`config.mk`:
```
export PLATFORM = sky130hd
export DESIGN_NAME = lcd_indirect_config_cmds
export DESIGN_NICKNAME = d
export VERILOG_FILES = /design/src/rtl/lcd_cfg_pkg.sv /design/src/rtl/lcd_indirect_config_cmds.sv
export SDC_FILE = /design/constraint.sdc
export NUM_CORES = 1
export LEC_CHECK = 0
export BUFFER_PORTS_ARGS = -buffer_cell sky130_fd_sc_hd__buf_2
export CORE_MARGIN = 2
export CORE_UTILIZATION = 30
export DETAILED_ROUTE_END_ITERATION = 6
export SYNTH_ARGS = -nofsm -noshare
export SYNTH_HDL_FRONTEND = slang
export SYNTH_SLANG_ARGS = --single-unit
```
`constraint.sdc`:
```
create_clock -name clk -period 5.15 [get_ports clk]
set_input_delay 0.7725 -clock clk [delete_from_list [all_inputs] [get_ports clk]]
set_output_delay 0.7725 -clock clk [all_outputs]
set_load 0.005 [all_outputs]
```
`src/rtl/lcd_cfg_pkg.sv`:
```
// constants for the indirect configuration command decoder
package lcd_cfg_pkg;
    // command codes
    localparam logic [7:0] CMD_SYSTEM_SETUP = 8'h40;
    localparam logic [7:0] CMD_SCROLL = 8'h44;
    localparam logic [7:0] CMD_HSHIFT = 8'h5A;
    localparam logic [7:0] CMD_OVERLAY = 8'h5B;
    // register offsets
    localparam logic [4:0] OFS_SYSTEM_MODE_FLAGS = 5'h00;
    localparam logic [4:0] OFS_CHAR_WIDTH_AND_DRIVE = 5'h01;
    localparam logic [4:0] OFS_CHAR_HEIGHT = 5'h02;
    localparam logic [4:0] OFS_LINE_DISPLAY_ADDRESSES = 5'h03;
    localparam logic [4:0] OFS_LINE_TOTAL_ADDRESSES = 5'h04;
    localparam logic [4:0] OFS_FRAME_LINE_COUNT = 5'h05;
    localparam logic [4:0] OFS_VIRTUAL_WIDTH_LOW = 5'h06;
    localparam logic [4:0] OFS_VIRTUAL_WIDTH_HIGH = 5'h07;
    localparam logic [4:0] OFS_BLOCK1_START_LOW = 5'h0B;
    localparam logic [4:0] OFS_BLOCK1_START_HIGH = 5'h0C;
    localparam logic [4:0] OFS_BLOCK1_LINE_COUNT = 5'h0D;
    localparam logic [4:0] OFS_BLOCK2_START_LOW = 5'h0E;
    localparam logic [4:0] OFS_BLOCK2_START_HIGH = 5'h0F;
    localparam logic [4:0] OFS_BLOCK2_LINE_COUNT = 5'h10;
    localparam logic [4:0] OFS_BLOCK3_START_LOW = 5'h11;
    localparam logic [4:0] OFS_BLOCK3_START_HIGH = 5'h12;
    localparam logic [4:0] OFS_BLOCK4_START_LOW = 5'h13;
    localparam logic [4:0] OFS_BLOCK4_START_HIGH = 5'h14;
    localparam logic [4:0] OFS_LAYER_OVERLAY_MODE = 5'h18;
    localparam logic [4:0] OFS_HORIZONTAL_PIXEL_SHIFT = 5'h1B;
    // parameter counts per command
    localparam logic [3:0] LEN_SYSTEM_SETUP = 4'h8;
    localparam logic [3:0] LEN_SCROLL = 4'hA;
    localparam logic [3:0] LEN_SINGLE = 4'h1;
    // field positions
    localparam int POS_FONT_SOURCE = 0;
    localparam int POS_CHAR_HEIGHT_SEL = 2;
    localparam int POS_TWO_PANEL = 3;
    localparam int POS_TOP_LINE_COMP = 5;
    localparam int POS_AC_DRIVE = 7;
    localparam int POS_BLOCK1_TG = 2;
    localparam int POS_BLOCK3_TG = 3;
    // reset value of every configuration register, and of the parameter counter
    localparam logic [7:0] RST_CFG = 8'h00;
    localparam logic [3:0] RST_COUNT = 4'h0;
endpackage : lcd_cfg_pkg

```
`src/rtl/lcd_indirect_config_cmds.sv`:
```
// command and parameter decoder that loads the display configuration registers
//
// Functional notes
// - byte select low writes a parameter byte; high writes a command byte.
// - system setup 40h fills register 00h onward; bit 0 selects internal font ROM.
// - register 00h bit 2 selects character height, 8 lines per character.
// - register 00h bit 3 set selects two-panel drive.
// - register 00h bit 5 controls top-line compensation; 38h disables it.
// - register 01h bits 3-0 hold character width minus one.
// - register 01h bit 7 set selects two-frame AC drive.
// - register 02h bits 3-0 hold character height minus one.
// - register 03h holds display addresses per line minus one.
// - register 04h holds total addresses per line including blanking.
// - register 05h holds display lines per frame minus one.
// - registers 06h low and 07h high hold virtual screen width.
// - scroll 44h loads block 1 start into 0Bh low then 0Ch high.
// - register 0Dh holds line count of block 1.
// - block 2 start goes to 0Eh/0Fh, its line count to 10h.
// - blocks 3 and 4 starts go low first to 11h/12h and 13h/14h.
// - shift command 5Ah stores 3-bit pixel shift in register 1Bh bits 2-0.
// - overlay command 5Bh stores composition method in register 18h bits 1-0.
// - register 18h bits 2 and 3 select text or graphics for blocks 1, 3.
`timescale 1ns/10ps

module lcd_indirect_config_cmds
    import lcd_cfg_pkg::*;
(
    // clock and reset
    input wire logic clk,
    input wire logic reset,
    // host byte bus
    input wire logic write_strobe,
    input wire logic byte_select_line,
    input wire logic [7:0] host_data,
    // decoder status
    output logic [7:0] active_cmd,
    output logic param_error,
    // system setup fields
    output logic font_source_select,
    output logic char_height_select,
    output logic two_panel_drive,
    output logic top_line_comp,
    output logic [3:0] char_width_field,
    output logic ac_drive_select,
    output logic [3:0] char_height_field,
    output logic [7:0] line_display_addresses,
    output logic [7:0] line_total_addresses,
    output logic [7:0] frame_line_count,
    output logic [15:0] virtual_width,
    // screen blocks
    output logic [15:0] block1_start,
    output logic [7:0] block1_line_count,
    output logic [15:0] block2_start,
    output logic [7:0] block2_line_count,
    output logic [15:0] block3_start,
    output logic [15:0] block4_start,
    // overlay and shift
    output logic [1:0] overlay_method,
    output logic block1_text_graphics,
    output logic block3_text_graphics,
    output logic [2:0] horizontal_shift
);

    // ************************************************************
    // command tracking
    // ************************************************************
    typedef enum logic [1:0] {
        CMD_IDLE = 2'b00,
        CMD_TAKING = 2'b01,
        CMD_DONE = 2'b11
    } cmd_state_e;

    cmd_state_e state_reg, state_next;
    logic [7:0] cmd_reg, cmd_next;
    logic [3:0] count_reg, count_next;
    logic error_reg, error_next;

    // parameter count of a known command, zero for commands handled elsewhere
    function automatic logic [3:0] cmd_length(input logic [7:0] code);
        case (code)
            CMD_SYSTEM_SETUP: cmd_length = LEN_SYSTEM_SETUP;
            CMD_SCROLL: cmd_length = LEN_SCROLL;
            CMD_HSHIFT: cmd_length = LEN_SINGLE;
            CMD_OVERLAY: cmd_length = LEN_SINGLE;
            default: cmd_length = RST_COUNT;
        endcase
    endfunction : cmd_length

    // register offset addressed by parameter number n of a command
    function automatic logic [4:0] param_offset(input logic [7:0] code, input logic [3:0] n);
        param_offset = OFS_SYSTEM_MODE_FLAGS;
        case (code)
            CMD_SYSTEM_SETUP: param_offset = OFS_SYSTEM_MODE_FLAGS + {1'b0, n};
            CMD_SCROLL: begin
                // scroll has no gap to skip between 0Bh..10h and 11h..14h: offsets are contiguous
                param_offset = OFS_BLOCK1_START_LOW + {1'b0, n};
            end
            CMD_HSHIFT: param_offset = OFS_HORIZONTAL_PIXEL_SHIFT;
            CMD_OVERLAY: param_offset = OFS_LAYER_OVERLAY_MODE;
            default: param_offset = OFS_SYSTEM_MODE_FLAGS;
        endcase
    endfunction : param_offset

    logic cmd_write, param_write, param_accept;
    logic [4:0] wr_offset;

    always_comb begin
        cmd_write = write_strobe && byte_select_line;
        param_write = write_strobe && !byte_select_line;
        param_accept = param_write && (state_reg == CMD_TAKING);
        wr_offset = param_offset(cmd_reg, count_reg);
        state_next = state_reg;
        cmd_next = cmd_reg;
        count_next = count_reg;
        error_next = error_reg;
        if (cmd_write) begin
            // a new command always restarts at its first field
            cmd_next = host_data;
            count_next = RST_COUNT;
            error_next = 1'b0;
            state_next = (cmd_length(host_data) != RST_COUNT) ? CMD_TAKING : CMD_IDLE;
        end else if (param_accept) begin
            count_next = count_reg + 4'h1;
            if (count_reg + 4'h1 == cmd_length(cmd_reg)) begin
                state_next = CMD_DONE;
            end
        end else if (param_write && state_reg == CMD_DONE) begin
            // surplus parameters are dropped so they cannot spill into other fields
            error_next = 1'b1;
        end
    end

    always_ff @(posedge clk) begin
        if (reset) begin
            state_reg <= CMD_IDLE;
            cmd_reg <= RST_CFG;
            count_reg <= RST_COUNT;
            error_reg <= 1'b0;
        end else begin
            state_reg <= state_next;
            cmd_reg <= cmd_next;
            count_reg <= count_next;
            error_reg <= error_next;
        end
    end

    // ************************************************************
    // configuration register file
    // ************************************************************
    logic [7:0] cfg_reg [0:31];
    logic [7:0] cfg_next [0:31];

    always_comb begin
        for (int i = 0; i < 32; i++) begin
            cfg_next[i] = cfg_reg[i];
        end
        if (param_accept) begin
            cfg_next[wr_offset] = host_data;
        end
    end

    always_ff @(posedge clk) begin
        if (reset) begin
            for (int i = 0; i < 32; i++) begin
                cfg_reg[i] <= RST_CFG;
            end
        end else begin
            for (int i = 0; i < 32; i++) begin
                cfg_reg[i] <= cfg_next[i];
            end
        end
    end

    // ************************************************************
    // field outputs
    // ************************************************************
    // outputs are taken from the registers themselves, so they follow the write by one cycle
    always_comb begin
        active_cmd = cmd_reg;
        param_error = error_reg;
        font_source_select = cfg_reg[OFS_SYSTEM_MODE_FLAGS][POS_FONT_SOURCE];
        char_height_select = cfg_reg[OFS_SYSTEM_MODE_FLAGS][POS_CHAR_HEIGHT_SEL];
        two_panel_drive = cfg_reg[OFS_SYSTEM_MODE_FLAGS][POS_TWO_PANEL];
        top_line_comp = cfg_reg[OFS_SYSTEM_MODE_FLAGS][POS_TOP_LINE_COMP];
        char_width_field = cfg_reg[OFS_CHAR_WIDTH_AND_DRIVE][3:0];
        ac_drive_select = cfg_reg[OFS_CHAR_WIDTH_AND_DRIVE][POS_AC_DRIVE];
        char_height_field = cfg_reg[OFS_CHAR_HEIGHT][3:0];
        line_display_addresses = cfg_reg[OFS_LINE_DISPLAY_ADDRESSES];
        line_total_addresses = cfg_reg[OFS_LINE_TOTAL_ADDRESSES];
        frame_line_count = cfg_reg[OFS_FRAME_LINE_COUNT];
        virtual_width = {cfg_reg[OFS_VIRTUAL_WIDTH_HIGH], cfg_reg[OFS_VIRTUAL_WIDTH_LOW]};
        block1_start = {cfg_reg[OFS_BLOCK1_START_HIGH], cfg_reg[OFS_BLOCK1_START_LOW]};
        block1_line_count = cfg_reg[OFS_BLOCK1_LINE_COUNT];
        block2_start = {cfg_reg[OFS_BLOCK2_START_HIGH], cfg_reg[OFS_BLOCK2_START_LOW]};
        block2_line_count = cfg_reg[OFS_BLOCK2_LINE_COUNT];
        block3_start = {cfg_reg[OFS_BLOCK3_START_HIGH], cfg_reg[OFS_BLOCK3_START_LOW]};
        block4_start = {cfg_reg[OFS_BLOCK4_START_HIGH], cfg_reg[OFS_BLOCK4_START_LOW]};
        overlay_method = cfg_reg[OFS_LAYER_OVERLAY_MODE][1:0];
        block1_text_graphics = cfg_reg[OFS_LAYER_OVERLAY_MODE][POS_BLOCK1_TG];
        block3_text_graphics = cfg_reg[OFS_LAYER_OVERLAY_MODE][POS_BLOCK3_TG];
        horizontal_shift = cfg_reg[OFS_HORIZONTAL_PIXEL_SHIFT][2:0];
    end

endmodule : lcd_indirect_config_cmds

```
### Word-level counts from Yosys, hierarchy flattened

Memory sizes are Yosys's and may differ from the RTL's.
Index checks and enable logic that the tools add are counted.
Widths: inputs -> output; s select.

| storage, ports and cells | value |
|---|---|
| flip-flop bits (word level) | 15 |
| RAM bits | 256 |
| output and inout bits | 149 |
| memories kept | 1 |

| cells by class | value |
|---|---|
| add/sub/neg operators | 2 |
| magnitude comparators | 2 |
| equality and inequality tests | 11 |
| muxes and demuxes | 49 |
| bitwise gates (word level) | 34 |
| reductions and logical operators | 14 |

Memories:

| memory | depth | width | rd ports | clocked after Yosys merged registers in | write ports | RTL line | RTL |
|---|---|---|---|---|---|---|---|
| cfg_reg | 32 | 8 | 32 | 0 | 32 | lcd_indirect_config_cmds.sv:150 | `logic [7:0] cfg_reg [0:31];` |

Operators with widths:

| operator | count |
|---|---|
| $mux 8 | 33 |
| $bwmux 256 | 1 |
| $mux 256 | 1 |
| $eq 8x7->1 const B | 8 |
| $demux 8 s5 | 1 |
| $or 1x1->1 | 32 |
| $pmux 4 s3 | 2 |
| $pmux 5 s4 | 1 |
| $mux 4 | 3 |
| $ge 6x6->1 const B | 1 |
| $lt 6x1->1 const B | 1 |
| $mux 2 | 3 |
| $not 5->6 | 1 |
| $reduce_or 2->1 | 3 |
| $add 4x4->5 const A | 1 |
| $logic_and 1x1->1 | 5 |
| $add 4x1->4 const B | 1 |
| $eq 4x4->1 | 1 |
| $mux 1 | 4 |
| $reduce_and 2->1 | 2 |
| $reduce_bool 2->1 | 2 |
| $reduce_bool 4->1 | 1 |
| $eq 2x1->1 const B | 1 |
| $eq 2x2->1 const B | 1 |
| 2 further kinds | 2 |

### Logic depth before layout (Yosys ltp)

| logic depth | value |
|---|---|
| word-level depth | 10 |
| mapped depth | 13 |

### Worst setup path after synthesis

Ideal clock, no wire load.

| timing path | value |
|---|---|
| kind | register -> register |
| from | reg cmd_reg[0] (netlist: active_cmd[0]) |
| to | mem cfg_reg[3][0] (netlist: cfg_reg[0][24]) |
| library setup time | 128 ps |
| data arrival time | 2749 ps |
| data required time | 5022 ps |
| path slack | 2273 ps |
| stages on the path, launching flop included | 11 |
| buffers on the path | 0 |
| clock period less this slack | 2877 ps |
| path through | dfxtp_1 -> nor4_1 -> nand2_1 -> nor2_1 -> ha_1 -> o21ai_0 -> o2bb2ai_1 -> a21oi_1 -> nor3_2 -> mux2i_1 -> nor2_1 |

RTL lines:

| what | RTL line | RTL |
|---|---|---|
| start, declared | lcd_indirect_config_cmds.sv:74 | `logic [7:0] cmd_reg, cmd_next;` |
| start signal, assigned | lcd_indirect_config_cmds.sv:141 | `cmd_reg <= cmd_next;` |
| end, declared | lcd_indirect_config_cmds.sv:150 |  |

==> run_results.csv <==
group,metric,value,unit
run_status,outcome,"completed",
critical_path,r2r_setup_slack,1700,ps
critical_path,crit_arrival,3740,ps
sta,hold_viol_final,0,
global_route,grt_max_degree,95,
floorplan,pin_count,161,
clock_network,clk_pin_slew_worst_paths,60,ps
global_route,grt_remaining_overflow,0,
placement,place.detailed.hpwl,11.7,mm
floorplan,start_util,30.6,%
placement,dpl.cell_count,1004,
clock_network,cts_tree,"done",
floorplan,core,0.0202,mm^2
pwr,power.density,324,mW/mm^2
floorplan,std_cell_rows,52,
global_route,grt_pass1_wl,27.5,mm
cells_and_area,drive_gt1_share,27.1,%
critical_path,startpoint,"active_cmd[0]$_SDFFE_PP0P_",
route,drt_iter0_markers,260,
route,viasPerCell,4.63,
sta,rsz0062_at_grt,"false",
global_route,grt_use_total,16.5,%
sta,tns,0,ps
yosys,synthMostInstantiatedCell,"dfxtp_1",
cells_and_area,layout.nets,768,
clock_network,ctsHoldBuffers,0,
yosys,syn_area,0.00620,mm^2
route,avgRoutedWirePerCell,17.2,um
placement,io_buffers,160,
yosys,syn_avg_cell_area,10.0,um^2
critical_path,startpoint_type,"flip-flop",
global_route,first_global_vias,4627,
cells_and_area,finish.utilization,38.1,%
route,wirelength,17.8,mm
route,drcViolationCount,0,
yosys,synth_ff_type,"dfxtp_1",
route,vias,4793,
pwr,leakage,3.57,nW
pwr,sw_frac_of_total,22.1,%
cells_and_area,largest_reg_flops,140,
pwr,clock_power_share,48.2,%
cells_and_area,fin_area,0.00771,mm^2
critical_path,cp.required,5440,ps
yosys,synth_area_leaders,"dfxtp_1, mux2i_1, nor2_1",
clock_network,cts-buffers-inserted,17,
pwr,ir_drop,0.000208,V
cells_and_area,fin_cells,1035,
sta,fin_crit_sh,66.9,%
pwr,p_int,1.94,mW
pwr,p_comb_share,3.4,%
yosys,synth-async-reset-ratio,0,%
floorplan,dieWidth,148,um
sta,fin_ws,1700,ps
global_route,antenna_found_initial,0,
clock_network,cts_setup_buffers,0,
sta,skew,7.20,ps
sta,hold_ws,478,ps
pwr,seqPwrFrac,48.4,%
route,ant_nets,0,
floorplan,dieArea,0.0218,mm^2
yosys,synth_commonest_cells,"dfxtp_1, nor2_1, mux2i_1",
yosys,ys_seq_area_share,50.1,%
yosys,netlist_instances,620,
cells_and_area,area_delta_synth_final,24.4,%
yosys,synth_edf_count,0,
placement,routabilityCongestion,0.874,
route,firstDrtPassIters,4,
critical_path,critical_path.endpoint,"cfg_reg[0][27]$_SDFFE_PP0P_",
sta,tightestPinTransition,952,ps
clock_network,clk_latency,420,ps
yosys,synth-seq-cells,155,
clock_network,numClockSinks,155,
placement,placed_area,0.00716,mm^2
critical_path,critical_path_class,"flip-flop to flip-flop",
critical_path,endpoint_kind,"flip-flop",
yosys,synth-warning-count,0,
clock_network,htree_levels,4,
clock_network,root_buffer,"clkbuf_16",
yosys,syn_nets,635,
pwr,power.total,2.49,mW
flow_run,cap_viol_max_count,0,
critical_path,path_max_fanout,8,
floorplan,die_h,148,um
sta,min_period,3450,ps
critical_path,r2r-end,"cfg_reg[0][27]$_SDFFE_PP0P_",
hold_path,hold_class,"flip-flop to flip-flop",
sta,finalMaxSlewViolations,0,
clock_network,ctsResizeCount,0,
yosys,synthDistinctLibCells,55,
yosys,synth_top_area_share,50.1,%
sta,max_slew_margin,35.9,%
yosys,yosys.area.top_type,"dfxtp_1",
clock_network,clockBufferDepth,2,
cells_and_area,antenna_cells,0,
placement,preCtsSetupSlack,1790,ps
sta,finalSetupViolations,0,
sta,max_freq,290,MHz
critical_path,reg2reg_from,"active_cmd[0]$_SDFFE_PP0P_",
critical_path,worstRegToRegCells,10,
pwr,p_sw,0.553,mW
[kinds of logic (layout without fill, tap and decap cells)]
kind of cell             after synthesis  count (layout)  synth area share, %
AO/OA/AOI/OAI                         36              36                 4.22
XOR/XNOR                              10              10                 1.41
adder cells (fa/ha/maj)                3               3                0.606
buffers and inverters                 54             199                 3.71
flip-flops                           155             155                 50.1
multiplexers                         140             140                 22.6
AND/OR/NAND/NOR                      222             222                 17.4
[cell usage in the layout, fill, tap and decap left out, types with 3 or more instances in the layout]
master	synthesis	final
clkbuf_16	0	17
buf_2	9	159
dfxtp_1	155	155
o21ai_0	3	3
clkbuf_1	33	6
a21oi_1	14	14
inv_1	7	7
clkinv_2	0	3
xnor2_1	7	7
xor2_1	3	3
o211ai_1	4	4
ha_1	3	3
nand4b_1	6	6
nand2b_1	3	3
mux2i_1	140	140
nor2_1	151	151
nor2_2	3	3
nor3_4	3	3
nand2_1	25	25
[critical path: stages, from the launching register on]
cell and delay (ps):
dfxtp_1 380, nor4_1 850, nand2_1 160, nor2_1 140
ha_1 220, o21ai_0 90, o2bb2ai_1 210, a21oi_1 180
nor3_2 770, mux2i_1 270, nor2_1 50
[layer usage]
layer / share of wire, % / up-vias / GRT usage, %
met4: 1.4 / 0 / 4.66
met1: 45 / 2281 / 21.0
met5: 0 / - / 0
met2: 47 / 123 / 26.4
li1: - / 2366 / -
met3: 6.6 / 23 / 5.68
[cell type report]
type | instances | area, um^2
inverters | 7 | 26.3
clock inverters | 7 | 91.3
clock buffers | 24 | 462
repair buffers | 161 | 823
flip-flops and latches | 155 | 3100
well taps | 270 | 338
multi-input cells | 411 | 2870
fillers | 2043 | 12500
[how the worst min path moves through the flow]
stage	end	slack [ps]	from	cells after the start
detailed placement	param_error$_SDFFE_PP0P_	470	param_error$_SDFFE_PP0P_	2
CTS	param_error$_SDFFE_PP0P_	480	param_error$_SDFFE_PP0P_	2
finish	param_error$_SDFFE_PP0P_	480	param_error$_SDFFE_PP0P_	2
global placement	param_error$_SDFFE_PP0P_	460	param_error$_SDFFE_PP0P_	2
floorplan	state_reg[0]$_SDFFE_PP0P_	460	state_reg[0]$_SDFFE_PP0P_	2
global route	cfg_reg[0][120]$_SDFFE_PP0P_	500	cfg_reg[0][120]$_SDFFE_PP0P_	2
[power by group through the flow]
stage               logic (mW)  registers [mW]  clock network [mW]
finish                  0.0857            1.21                1.20
global route            0.0934            1.21                1.28
global placement        0.0875            1.23                   0
floorplan               0.0564            1.23                   0
CTS                     0.0866            1.21                1.23
detailed placement      0.0865            1.23                   0
(Power assumes the default switching activity.)
